## config.mk

```make
export PLATFORM = sky130hd
export DESIGN_NAME = amcc_top
export DESIGN_NICKNAME = d
export VERILOG_FILES = /design/src/design/amcc_pkg.sv /design/src/design/amcc_serial_port.sv /design/src/design/amcc_top.sv
export VERILOG_INCLUDE_DIRS = /design/src /design/src/design
export SDC_FILE = /design/constraint.sdc
export NUM_CORES = 1
export LEC_CHECK = 0
export BUFFER_PORTS_ARGS = -buffer_cell sky130_fd_sc_hd__buf_2
export CAP_MARGIN = 20
export CORE_ASPECT_RATIO = 1.75
export CORE_MARGIN = 2
export CORE_UTILIZATION = 38
export DETAILED_ROUTE_END_ITERATION = 8
export HOLD_SLACK_MARGIN = 0.02
export SLEW_MARGIN = 20
export SYNTH_ARGS = -nofsm -noshare
export SYNTH_HDL_FRONTEND = slang
export SYNTH_SLANG_ARGS = --single-unit
```

## constraint.sdc

```tcl
create_clock -name i_clock -period 2.96 [get_ports i_clock]
set_input_delay 0.888 -clock i_clock [delete_from_list [all_inputs] [get_ports i_clock]]
set_output_delay 0.888 -clock i_clock [all_outputs]
set_load 0.005 [all_outputs]
```

## src/design/amcc_defines.svh

```systemverilog
// Control word layout, reset values and sequencing counts for mode and calibration control
`ifndef AMCC_DEFINES_SVH
`define AMCC_DEFINES_SVH

`define AMCC_WORD_W        24
`define AMCC_CNT_W         5
`define AMCC_SHORT_LEN     5'd16
`define AMCC_LONG_LEN      5'd24
`define AMCC_MODE_HI       23
`define AMCC_MODE_LO       21
`define AMCC_GAIN_HI       20
`define AMCC_GAIN_LO       18
`define AMCC_CHAN_BIT      17
`define AMCC_PDOWN_BIT     16
`define AMCC_WLEN_BIT      15
`define AMCC_RTD_BIT       14
`define AMCC_BURN_BIT      13
`define AMCC_UNIPOLAR_BIT  12
`define AMCC_FILT_HI       11
`define AMCC_FILT_LO       0
`define AMCC_CTRL_RST      24'h000000
`define AMCC_ZERO_COEF_RST 24'h000000
`define AMCC_FULL_COEF_RST 24'h800000
`define AMCC_BG_SLOTS      6
`define AMCC_BG_CAL_SLOTS  3'h2
`define AMCC_SLOT_W        3

`endif

```

## src/design/amcc_pkg.sv

```systemverilog
// Types shared by the mode and calibration control block
`default_nettype none
package amcc_pkg;

    typedef enum logic [2:0] {
        AMCC_MODE_NORMAL     = 3'h0,
        AMCC_MODE_SELF_CAL   = 3'h1,
        AMCC_MODE_SYS_ZERO   = 3'h2,
        AMCC_MODE_SYS_FULL   = 3'h3,
        AMCC_MODE_SYS_OFFSET = 3'h4,
        AMCC_MODE_BACKGROUND = 3'h5,
        AMCC_MODE_ZERO_COEF  = 3'h6,
        AMCC_MODE_FULL_COEF  = 3'h7
    } amcc_mode_t;

    typedef enum logic [3:0] {
        AMCC_ST_NORMAL     = 4'h1,
        AMCC_ST_CAL_ZERO   = 4'h2,
        AMCC_ST_CAL_FULL   = 4'h4,
        AMCC_ST_BACKGROUND = 4'h8
    } amcc_state_t;

endpackage : amcc_pkg
`default_nettype wire

```

## src/design/amcc_serial_port.sv

```systemverilog
// Framed serial port: pin synchronisers, 24-bit write capture and word readout
`timescale 1ns/1ps
`include "amcc_defines.svh"
`default_nettype none
module amcc_serial_port #(
    parameter int WORD_W = `AMCC_WORD_W
) (
    input  wire logic              i_clock,
    input  wire logic              i_rst_n,
    input  wire logic              i_sclk,
    input  wire logic              i_sdata_in,
    input  wire logic              i_transmit_frame_n,
    input  wire logic              i_receive_frame_n,
    input  wire logic              i_register_select,
    input  wire logic [WORD_W-1:0] i_rd_word,
    input  wire logic              i_rd_len24,
    input  wire logic              i_rd_enable,
    input  wire logic              i_rd_is_data,
    output logic                   o_sel,
    output logic                   o_wr_done,
    output logic [WORD_W-1:0]      o_wr_word,
    output logic                   o_wr_sel,
    output logic                   o_data_rd_done,
    output logic                   o_sdata_out,
    output logic                   o_sdata_oe_n
);
    import amcc_pkg::*;

    // Order: sclk, sdata, transmit frame, receive frame, register select
    logic [4:0]              sync1_reg;
    logic [4:0]              sync2_reg;
    logic [2:0]              prev_reg;
    logic                    sclk_rise;
    logic                    sclk_fall;
    logic                    tx_start;
    logic                    tx_end;
    logic                    rx_start;
    logic                    rx_end;
    logic [`AMCC_CNT_W-1:0]  wr_cnt_reg;
    logic [WORD_W-1:0]       wr_shift_reg;
    logic [`AMCC_CNT_W-1:0]  rd_cnt_reg;
    logic [`AMCC_CNT_W-1:0]  rd_len_reg;
    logic [WORD_W-1:0]       rd_shift_reg;
    logic                    rd_active_reg;
    logic                    rd_data_reg;

    always_ff @(posedge i_clock or negedge i_rst_n)
    begin
        if (!i_rst_n)
        begin
            // Idle pin levels, so no false edge follows reset
            sync1_reg <= 5'h06;
            sync2_reg <= 5'h06;
            prev_reg  <= 3'h3;
        end
        else
        begin
            sync1_reg <= {i_sclk, i_sdata_in, i_transmit_frame_n, i_receive_frame_n, i_register_select};
            sync2_reg <= sync1_reg;
            prev_reg  <= {sync2_reg[4], sync2_reg[2], sync2_reg[1]};
        end
    end

    assign sclk_rise = sync2_reg[4] && !prev_reg[2];
    assign sclk_fall = !sync2_reg[4] && prev_reg[2];
    assign tx_start  = !sync2_reg[2] && prev_reg[1];
    assign tx_end    = sync2_reg[2] && !prev_reg[1];
    assign rx_start  = !sync2_reg[1] && prev_reg[0];
    assign rx_end    = sync2_reg[1] && !prev_reg[0];
    assign o_sel     = sync2_reg[0];

    // Write frame: clocks past the last bit are dropped, short frames never load
    always_ff @(posedge i_clock or negedge i_rst_n)
    begin
        if (!i_rst_n)
        begin
            wr_cnt_reg   <= '0;
            wr_shift_reg <= '0;
            o_wr_done    <= 1'b0;
            o_wr_word    <= '0;
            o_wr_sel     <= 1'b0;
        end
        else
        begin
            o_wr_done <= 1'b0;
            if (tx_start)
            begin
                wr_cnt_reg <= '0;
                o_wr_sel   <= sync2_reg[0];
            end
            else if (!sync2_reg[2] && sclk_rise && wr_cnt_reg != `AMCC_LONG_LEN)
            begin
                wr_shift_reg <= {wr_shift_reg[WORD_W-2:0], sync2_reg[3]};
                wr_cnt_reg   <= wr_cnt_reg + 5'd1;
            end
            else if (tx_end && wr_cnt_reg == `AMCC_LONG_LEN)
            begin
                o_wr_done <= 1'b1;
                o_wr_word <= wr_shift_reg;
            end
        end
    end

    // Read frame: MSB drives at frame start, next bit on each falling sclk
    always_ff @(posedge i_clock or negedge i_rst_n)
    begin
        if (!i_rst_n)
        begin
            rd_cnt_reg     <= '0;
            rd_len_reg     <= `AMCC_LONG_LEN;
            rd_shift_reg   <= '0;
            rd_active_reg  <= 1'b0;
            rd_data_reg    <= 1'b0;
            o_data_rd_done <= 1'b0;
        end
        else
        begin
            o_data_rd_done <= 1'b0;
            if (rx_start)
            begin
                rd_active_reg <= i_rd_enable;
                rd_shift_reg  <= i_rd_word;
                rd_len_reg    <= i_rd_len24 ? `AMCC_LONG_LEN : `AMCC_SHORT_LEN;
                rd_data_reg   <= i_rd_is_data;
                rd_cnt_reg    <= '0;
            end
            else if (rx_end)
            begin
                rd_active_reg <= 1'b0;
            end
            else if (rd_active_reg && sclk_fall)
            begin
                rd_shift_reg <= {rd_shift_reg[WORD_W-2:0], 1'b0};
            end
            else if (rd_active_reg && sclk_rise)
            begin
                rd_cnt_reg <= rd_cnt_reg + 5'd1;
                if (rd_cnt_reg + 5'd1 == rd_len_reg)
                begin
                    rd_active_reg  <= 1'b0;
                    o_data_rd_done <= rd_data_reg;
                end
            end
        end
    end

    assign o_sdata_out  = rd_shift_reg[WORD_W-1];
    assign o_sdata_oe_n = !rd_active_reg;

endmodule : amcc_serial_port
`default_nettype wire

```

## src/design/amcc_top.sv

```systemverilog
// Mode decoder and calibration sequencer driven by the 24-bit control word
`timescale 1ns/1ps
`include "amcc_defines.svh"
`default_nettype none
module amcc_top #(
    parameter int WORD_W   = `AMCC_WORD_W,
    parameter int BG_SLOTS = `AMCC_BG_SLOTS
) (
    input  wire logic                 i_clock,
    input  wire logic                 i_rst_n,
    input  wire logic                 i_sclk,
    input  wire logic                 i_sdata_in,
    input  wire logic                 i_transmit_frame_n,
    input  wire logic                 i_receive_frame_n,
    input  wire logic                 i_register_select,
    input  wire logic                 i_conv_done,
    input  wire logic [WORD_W-1:0]    i_conv_data,
    input  wire logic                 i_cal_done,
    input  wire logic [WORD_W-1:0]    i_cal_value,
    output logic                      o_sdata_out,
    output logic                      o_sdata_oe_n,
    output logic                      o_result_ready_n,
    output amcc_pkg::amcc_mode_t      o_op_mode,
    output logic                      o_cal_active,
    output logic                      o_cal_full_scale,
    output logic                      o_cal_internal,
    output logic                      o_cal_channel,
    output logic [WORD_W-1:0]         o_zero_coef,
    output logic [WORD_W-1:0]         o_full_coef,
    output logic [2:0]                o_gain_code,
    output logic                      o_channel_select,
    output logic                      o_power_down_select,
    output logic                      o_output_word_length,
    output logic                      o_rtd_current_on,
    output logic                      o_burnout_current_on,
    output logic                      o_unipolar_select,
    output logic [11:0]               o_filter_code
);
    import amcc_pkg::*;

    logic [WORD_W-1:0]        ctrl_reg;
    logic [WORD_W-1:0]        result_reg;
    logic [WORD_W-1:0]        zero_coef_reg [2];
    logic [WORD_W-1:0]        full_coef_reg [2];
    amcc_state_t              state_reg;
    logic [`AMCC_SLOT_W-1:0]  slot_reg;
    logic                     cal_chan_reg;
    logic                     zero_int_reg;
    logic                     full_int_reg;
    logic                     two_step_reg;
    logic                     ready_n_reg;
    amcc_mode_t               mode;
    amcc_mode_t               new_mode;
    logic                     sel;
    logic                     wr_done;
    logic [WORD_W-1:0]        wr_word;
    logic                     wr_sel;
    logic                     data_rd_done;
    logic                     ctrl_write;
    logic                     cal_finish;
    logic                     cal_store;
    logic                     bg_cal_slot;
    logic                     publish;
    logic [1:0]               coef_sel;
    logic [WORD_W-1:0]        rd_word;

    // Bit 1: a coefficient is mapped to the data access; bit 0: it is the full-scale one
    function automatic logic [1:0] coef_target(input amcc_mode_t m);
        coef_target = {m == AMCC_MODE_ZERO_COEF || m == AMCC_MODE_FULL_COEF, m == AMCC_MODE_FULL_COEF};
    endfunction : coef_target

    amcc_serial_port #(
        .WORD_W (WORD_W)
    ) u_port (
        .i_clock            (i_clock),
        .i_rst_n            (i_rst_n),
        .i_sclk             (i_sclk),
        .i_sdata_in         (i_sdata_in),
        .i_transmit_frame_n (i_transmit_frame_n),
        .i_receive_frame_n  (i_receive_frame_n),
        .i_register_select  (i_register_select),
        .i_rd_word          (rd_word),
        .i_rd_len24         (!sel || coef_sel[1] || ctrl_reg[`AMCC_WLEN_BIT]),
        .i_rd_enable        (!sel || coef_sel[1] || !ready_n_reg),
        .i_rd_is_data       (sel && !coef_sel[1]),
        .o_sel              (sel),
        .o_wr_done          (wr_done),
        .o_wr_word          (wr_word),
        .o_wr_sel           (wr_sel),
        .o_data_rd_done     (data_rd_done),
        .o_sdata_out        (o_sdata_out),
        .o_sdata_oe_n       (o_sdata_oe_n)
    );

    assign mode        = amcc_mode_t'(ctrl_reg[`AMCC_MODE_HI:`AMCC_MODE_LO]);
    assign new_mode    = amcc_mode_t'(wr_word[`AMCC_MODE_HI:`AMCC_MODE_LO]);
    assign ctrl_write  = wr_done && !wr_sel;
    assign coef_sel    = coef_target(mode);
    assign bg_cal_slot = (state_reg == AMCC_ST_BACKGROUND) && (slot_reg < `AMCC_BG_CAL_SLOTS);
    assign cal_finish  = i_cal_done && !ctrl_write &&
                         ((state_reg == AMCC_ST_CAL_ZERO && !two_step_reg) || state_reg == AMCC_ST_CAL_FULL);

    // Data access target; coefficient reads follow the channel bit
    always_comb
    begin
        if (!sel)
            rd_word = ctrl_reg;
        else if (coef_sel == 2'b11)
            rd_word = full_coef_reg[ctrl_reg[`AMCC_CHAN_BIT]];
        else if (coef_sel == 2'b10)
            rd_word = zero_coef_reg[ctrl_reg[`AMCC_CHAN_BIT]];
        else
            rd_word = result_reg;
    end

    // A fresh host word beats the automatic mode clear in the same cycle
    always_ff @(posedge i_clock or negedge i_rst_n)
    begin
        if (!i_rst_n)
            ctrl_reg <= `AMCC_CTRL_RST;
        else if (ctrl_write)
            ctrl_reg <= wr_word;
        else if (cal_finish)
            ctrl_reg[`AMCC_MODE_HI:`AMCC_MODE_LO] <= AMCC_MODE_NORMAL;
    end

    // Calibration sequencer; rewriting a calibration code restarts it
    always_ff @(posedge i_clock or negedge i_rst_n)
    begin
        if (!i_rst_n)
        begin
            state_reg    <= AMCC_ST_NORMAL;
            slot_reg     <= '0;
            cal_chan_reg <= 1'b0;
            zero_int_reg <= 1'b1;
            full_int_reg <= 1'b1;
            two_step_reg <= 1'b0;
        end
        else if (ctrl_write)
        begin
            cal_chan_reg <= wr_word[`AMCC_CHAN_BIT];
            slot_reg     <= '0;
            unique case (new_mode)
                AMCC_MODE_SELF_CAL:
                begin
                    state_reg    <= AMCC_ST_CAL_ZERO;
                    zero_int_reg <= 1'b1;
                    full_int_reg <= 1'b1;
                    two_step_reg <= 1'b1;
                end
                AMCC_MODE_SYS_ZERO:
                begin
                    state_reg    <= AMCC_ST_CAL_ZERO;
                    zero_int_reg <= 1'b0;
                    two_step_reg <= 1'b0;
                end
                AMCC_MODE_SYS_FULL:
                begin
                    state_reg    <= AMCC_ST_CAL_FULL;
                    full_int_reg <= 1'b0;
                    two_step_reg <= 1'b0;
                end
                AMCC_MODE_SYS_OFFSET:
                begin
                    state_reg    <= AMCC_ST_CAL_ZERO;
                    zero_int_reg <= 1'b0;
                    full_int_reg <= 1'b1;
                    two_step_reg <= 1'b1;
                end
                AMCC_MODE_BACKGROUND:
                    state_reg <= AMCC_ST_BACKGROUND;
                AMCC_MODE_NORMAL, AMCC_MODE_ZERO_COEF, AMCC_MODE_FULL_COEF:
                    state_reg <= AMCC_ST_NORMAL;
            endcase
        end
        else
        begin
            unique case (state_reg)
                AMCC_ST_NORMAL:
                    state_reg <= AMCC_ST_NORMAL;
                AMCC_ST_CAL_ZERO:
                    if (i_cal_done)
                        state_reg <= two_step_reg ? AMCC_ST_CAL_FULL : AMCC_ST_NORMAL;
                AMCC_ST_CAL_FULL:
                    if (i_cal_done)
                        state_reg <= AMCC_ST_NORMAL;
                AMCC_ST_BACKGROUND:
                    // Two self-cal slots then the conversions: one word out of every six steps
                    if (bg_cal_slot ? i_cal_done : i_conv_done)
                        slot_reg <= (slot_reg == `AMCC_SLOT_W'(BG_SLOTS - 1)) ? '0 : slot_reg + 3'h1;
                default:
                    state_reg <= AMCC_ST_NORMAL;
            endcase
        end
    end

    assign o_cal_active     = (state_reg == AMCC_ST_CAL_ZERO) || (state_reg == AMCC_ST_CAL_FULL) || bg_cal_slot;
    assign o_cal_full_scale = (state_reg == AMCC_ST_CAL_FULL) || (bg_cal_slot && slot_reg[0]);
    assign o_cal_internal   = (state_reg == AMCC_ST_CAL_ZERO) ? zero_int_reg :
                              (state_reg == AMCC_ST_CAL_FULL) ? full_int_reg : 1'b1;
    assign o_cal_channel    = (state_reg == AMCC_ST_BACKGROUND) ? ctrl_reg[`AMCC_CHAN_BIT] : cal_chan_reg;
    assign cal_store        = i_cal_done && o_cal_active;

    // Per-channel coefficient store: calibration results and full 24-bit host writes
    for (genvar ch = 0; ch < 2; ch++)
    begin : g_coef
        always_ff @(posedge i_clock or negedge i_rst_n)
        begin
            if (!i_rst_n)
            begin
                zero_coef_reg[ch] <= `AMCC_ZERO_COEF_RST;
                full_coef_reg[ch] <= `AMCC_FULL_COEF_RST;
            end
            else if (cal_store && o_cal_channel == 1'(ch))
            begin
                if (o_cal_full_scale)
                    full_coef_reg[ch] <= i_cal_value;
                else
                    zero_coef_reg[ch] <= i_cal_value;
            end
            else if (wr_done && wr_sel && coef_sel[1] && ctrl_reg[`AMCC_CHAN_BIT] == 1'(ch))
            begin
                if (coef_sel[0])
                    full_coef_reg[ch] <= wr_word;
                else
                    zero_coef_reg[ch] <= wr_word;
            end
        end
    end

    always_ff @(posedge i_clock or negedge i_rst_n)
    begin
        if (!i_rst_n)
        begin
            o_zero_coef <= `AMCC_ZERO_COEF_RST;
            o_full_coef <= `AMCC_FULL_COEF_RST;
        end
        else
        begin
            o_zero_coef <= zero_coef_reg[o_cal_channel];
            o_full_coef <= full_coef_reg[o_cal_channel];
        end
    end

    // Results are held back during calibration so the first word after it is valid
    assign publish = i_conv_done && !ctrl_write &&
                     ((state_reg == AMCC_ST_NORMAL) ||
                      (state_reg == AMCC_ST_BACKGROUND && slot_reg == `AMCC_SLOT_W'(BG_SLOTS - 1)));

    always_ff @(posedge i_clock or negedge i_rst_n)
    begin
        if (!i_rst_n)
        begin
            result_reg  <= '0;
            ready_n_reg <= 1'b1;
        end
        else if (publish)
        begin
            result_reg  <= i_conv_data;
            ready_n_reg <= 1'b0;
        end
        else if (data_rd_done || (ctrl_write && new_mode != AMCC_MODE_NORMAL &&
                                  new_mode != AMCC_MODE_ZERO_COEF && new_mode != AMCC_MODE_FULL_COEF))
        begin
            ready_n_reg <= 1'b1;
        end
    end

    assign o_result_ready_n     = ready_n_reg;
    assign o_op_mode            = mode;
    assign o_gain_code          = ctrl_reg[`AMCC_GAIN_HI:`AMCC_GAIN_LO];
    assign o_channel_select     = ctrl_reg[`AMCC_CHAN_BIT];
    assign o_power_down_select  = ctrl_reg[`AMCC_PDOWN_BIT];
    assign o_output_word_length = ctrl_reg[`AMCC_WLEN_BIT];
    assign o_rtd_current_on     = ctrl_reg[`AMCC_RTD_BIT];
    assign o_burnout_current_on = ctrl_reg[`AMCC_BURN_BIT];
    assign o_unipolar_select    = ctrl_reg[`AMCC_UNIPOLAR_BIT];
    // Passed through as written; a set top bit is the host's fault
    assign o_filter_code        = ctrl_reg[`AMCC_FILT_HI:`AMCC_FILT_LO];

endmodule : amcc_top
`default_nettype wire

```

==> run summary <==
Share of layout cells above drive strength 1 - 30.1%
Mux contribution to synthesized area - 14.0%
Max H-tree Level - 1
Final setup TNS - 0 ns
Global-route wire length before repair - 58000 um
Initial Util - 38.7%
Critical path launch point type - flop
Syn Inst Count - 1168
Largest net degree at the start of global routing - 73
CP Max Fanout - 10
Placed wire-length estimate - 25300 um
PD cells - 564 mW/mm2
DRC viols - 0
Avg Cell Area, Syn - 11.5 um2
CTS Sinks - 304
CTS tree - done
Worst hold path class - in2async
# nets final - 1351
Post-synth EDFFs - 0
Root buffer cell - clkbuf_16
Max frequency - 345 MHz
Sequential share of power - 51.0%
Iteration-0 DRC count of the detailed router - 596
Worst path top cell family by delay - flip-flops
Final-report hold violation count - 0
ANT nets after route - 0
Asr flop ratio synth - 100%
Post-CTS Setup Inserts - 0
RSZ-0062 raised after global routing - false
Antenna violations before repair - 4
Tmin final - 2.90 ns
Data required, critical path - 2.07 ns
Top cells by count, synth - dfrtp_1 (290), nand2_1 (122), mux2_2 (121)
XOR/XNOR share of the synthesized area - 0.720%
IR Drop Worst-Case VDD - 0.403 mV
Simple-gate share of the synthesized area - 9.61%
Total track usage - 19.9%
Post-cts hold buffer count - 0
Final setup vio count - 0
Avg WL per Cell - 20.5 um
GP Congestion - 0.866
Actual slew at the worst max-slew pin - 0.947 ns
Ys flop type - dfrtp_1
Die Footprint - 0.0368 mm2
WS Path Type - reg2out
Post-synth top area cell - dfrtp_1
Die Y-Extent - 252 um
Max stage delay on crit path - 0.51 ns
Number of port buffers - 135
Main combinational cell family by area after synthesis - compound AO/OA/AOI/OAI gates
Compound-Gate Fraction of Synth Area - 14.8%
Leak pwr - 7.23 nW
Worst setup margin - 0.0647 ns
Outcome - finished, final reports clean
IO Pins - 136
Clock Skew - 0.0169 ns
Core ar. - 0.0346 mm2
Vias in the first global route - 10100
Layout area overhead - 16.8%
Ant diodes - 0
Psw - 0.00202 W
Combinational share of power - 6.4%
Max-slew violation count - 0
Pre-antenna DRT Iters - 5
Post-synthesis adder-cell area fraction - 0.524%
Routed vias/inst - 5.47
DP Worst Slack - 0.221 ns
CTS buffer count - 29
Top cells by area, synth - dfrtp_1 (54%), mux2_2 (10%), mux4_2 (3.7%), o22ai_1 (3.6%), nand2_1 (3.4%)
Sum of buffers and inverters on the critical path - 2
Clk network pwr share - 42.6%
Max transition margin - 36.9%
FP Rows - 90
CP Cell Sequence - nor4b_1 > a31oi_2 > inv_1 > buf_2
Yosys warns - 0
Clk_lat worst skew - 0.56 ns
Clock buffer depth - 3
Max-cap violation count - 0
Netlist cell types - 55
Most frequent cell after synthesis - dfrtp_1
Die W - 146 um
Post-synth top area share - 54.2%
Via count - 9691
Sequential share of the synthesized area - 57.0%
Flops & latches, synth - 304
Int Pwr - 0.00679 W
CP max-delay cell - dfrtp_1
Worst setup EP type - primary output
Final WL - 36300 um
Crit share post-route - 97.8%
Cell Area, Synth - 0.0134 mm2
Reg clk slew, reported paths - 0.07 ns
Net Sw Frac - 23.0%
Gr ovfl total - 0
Crit path DAT - 2.01 ns
Post-Syn Nets - 1229
## power groups by stage
stage	combinational [W]	clock, W	sequential [W]
after floorplan	0.000306	0	0.00452
final	0.000564	0.00375	0.00450
after global routing	0.000635	0.00400	0.00452
after CTS	0.000577	0.00384	0.00450
after detailed placement	0.000573	0	0.00457
after global placement	0.000563	0	0.00457
## cells in the final DEF, fill, tap and decap left out, types with 5 or more instances in the layout
master,n
o21a_1,25
inv_1,12
xor2_1,8
buf_12,6
nand2b_1,5
a21oi_1,84
mux4_2,22
dfstp_2,14
clkbuf_1,11
mux2_2,121
buf_4,36
nand3_1,28
o22ai_1,76
nand2_1,122
buf_2,134
nor2_1,91
o21ai_0,64
dfrtp_1,288
o22a_1,24
a22oi_1,22
clkbuf_16,29
## repair_timing
action | CTS | global route
resized for setup | 2 | 2
gates cloned | 0 | 0
setup endpoints to repair | 1 | 2
endpoints found under the hold margin | 0 | 0
## cell families after synthesis
group,after synthesis
DFF,304
and+or+nand+nor,286
xor gates and xnor gates,11
adders and majority gates,6
muxes,145
buffers and inverters,98
AOI/OAI and AO/OA,318
## per-stage QoR
step | std cells | hold WS (ns) | power [W] | instance area (um2) | util (%)
CTS | 1771 | 0.194 | 0.00891 | 15600 | 45.2
global route | 1771 | 0.211 | 0.00916 | 15600 | 45.2
global placement | 1719 | 0.335 | 0.00513 | 14700 | 42.4
finish | 1771 | 0.205 | 0.00882 | 15600 | 45.2
floorplan | 1168 | 0.331 | 0.00483 | 13400 | -
detailed placement | 1719 | 0.337 | 0.00514 | 14700 | 42.4
## cell type report
type,instances,area (um2)
inverters,12,45.0
clock inverters,8,119
flip-flops and latches,304,7630
clock buffers,44,822
repair buffers,177,1080
multi-input cells,766,5360
well taps,460,576
fillers,3272,18900
## metal layers
metal  share of wire (%)  vias up  track usage, %
met1                  39     4814            24.7
met5                0.14        -               0
li1                    -     4457               -
met2                  50      322            34.4
met3                 5.9       90            3.18
met4                 4.3        8            8.85
## path summary, 6_finish.rpt
kind,from,to,slack [ns],depth (start not counted)
setup / recovery,state_reg[1],o_cal_full_scale,0.06,4
max in group asynchronous,i_rst_n,o_result_ready_n,1.94,2
setup reg to reg,state_reg[1],full_coef_reg[35],0.58,8
hold reg to reg,u_port.sync1_reg[3],u_port.sync2_reg[3],0.35,0
min in group i_clock,u_port.sync1_reg[3],u_port.sync2_reg[3],0.35,0
hold / removal,i_rst_n,o_full_coef[19],0.20,1
No activity file was read; power rests on OpenSTA's default activity.
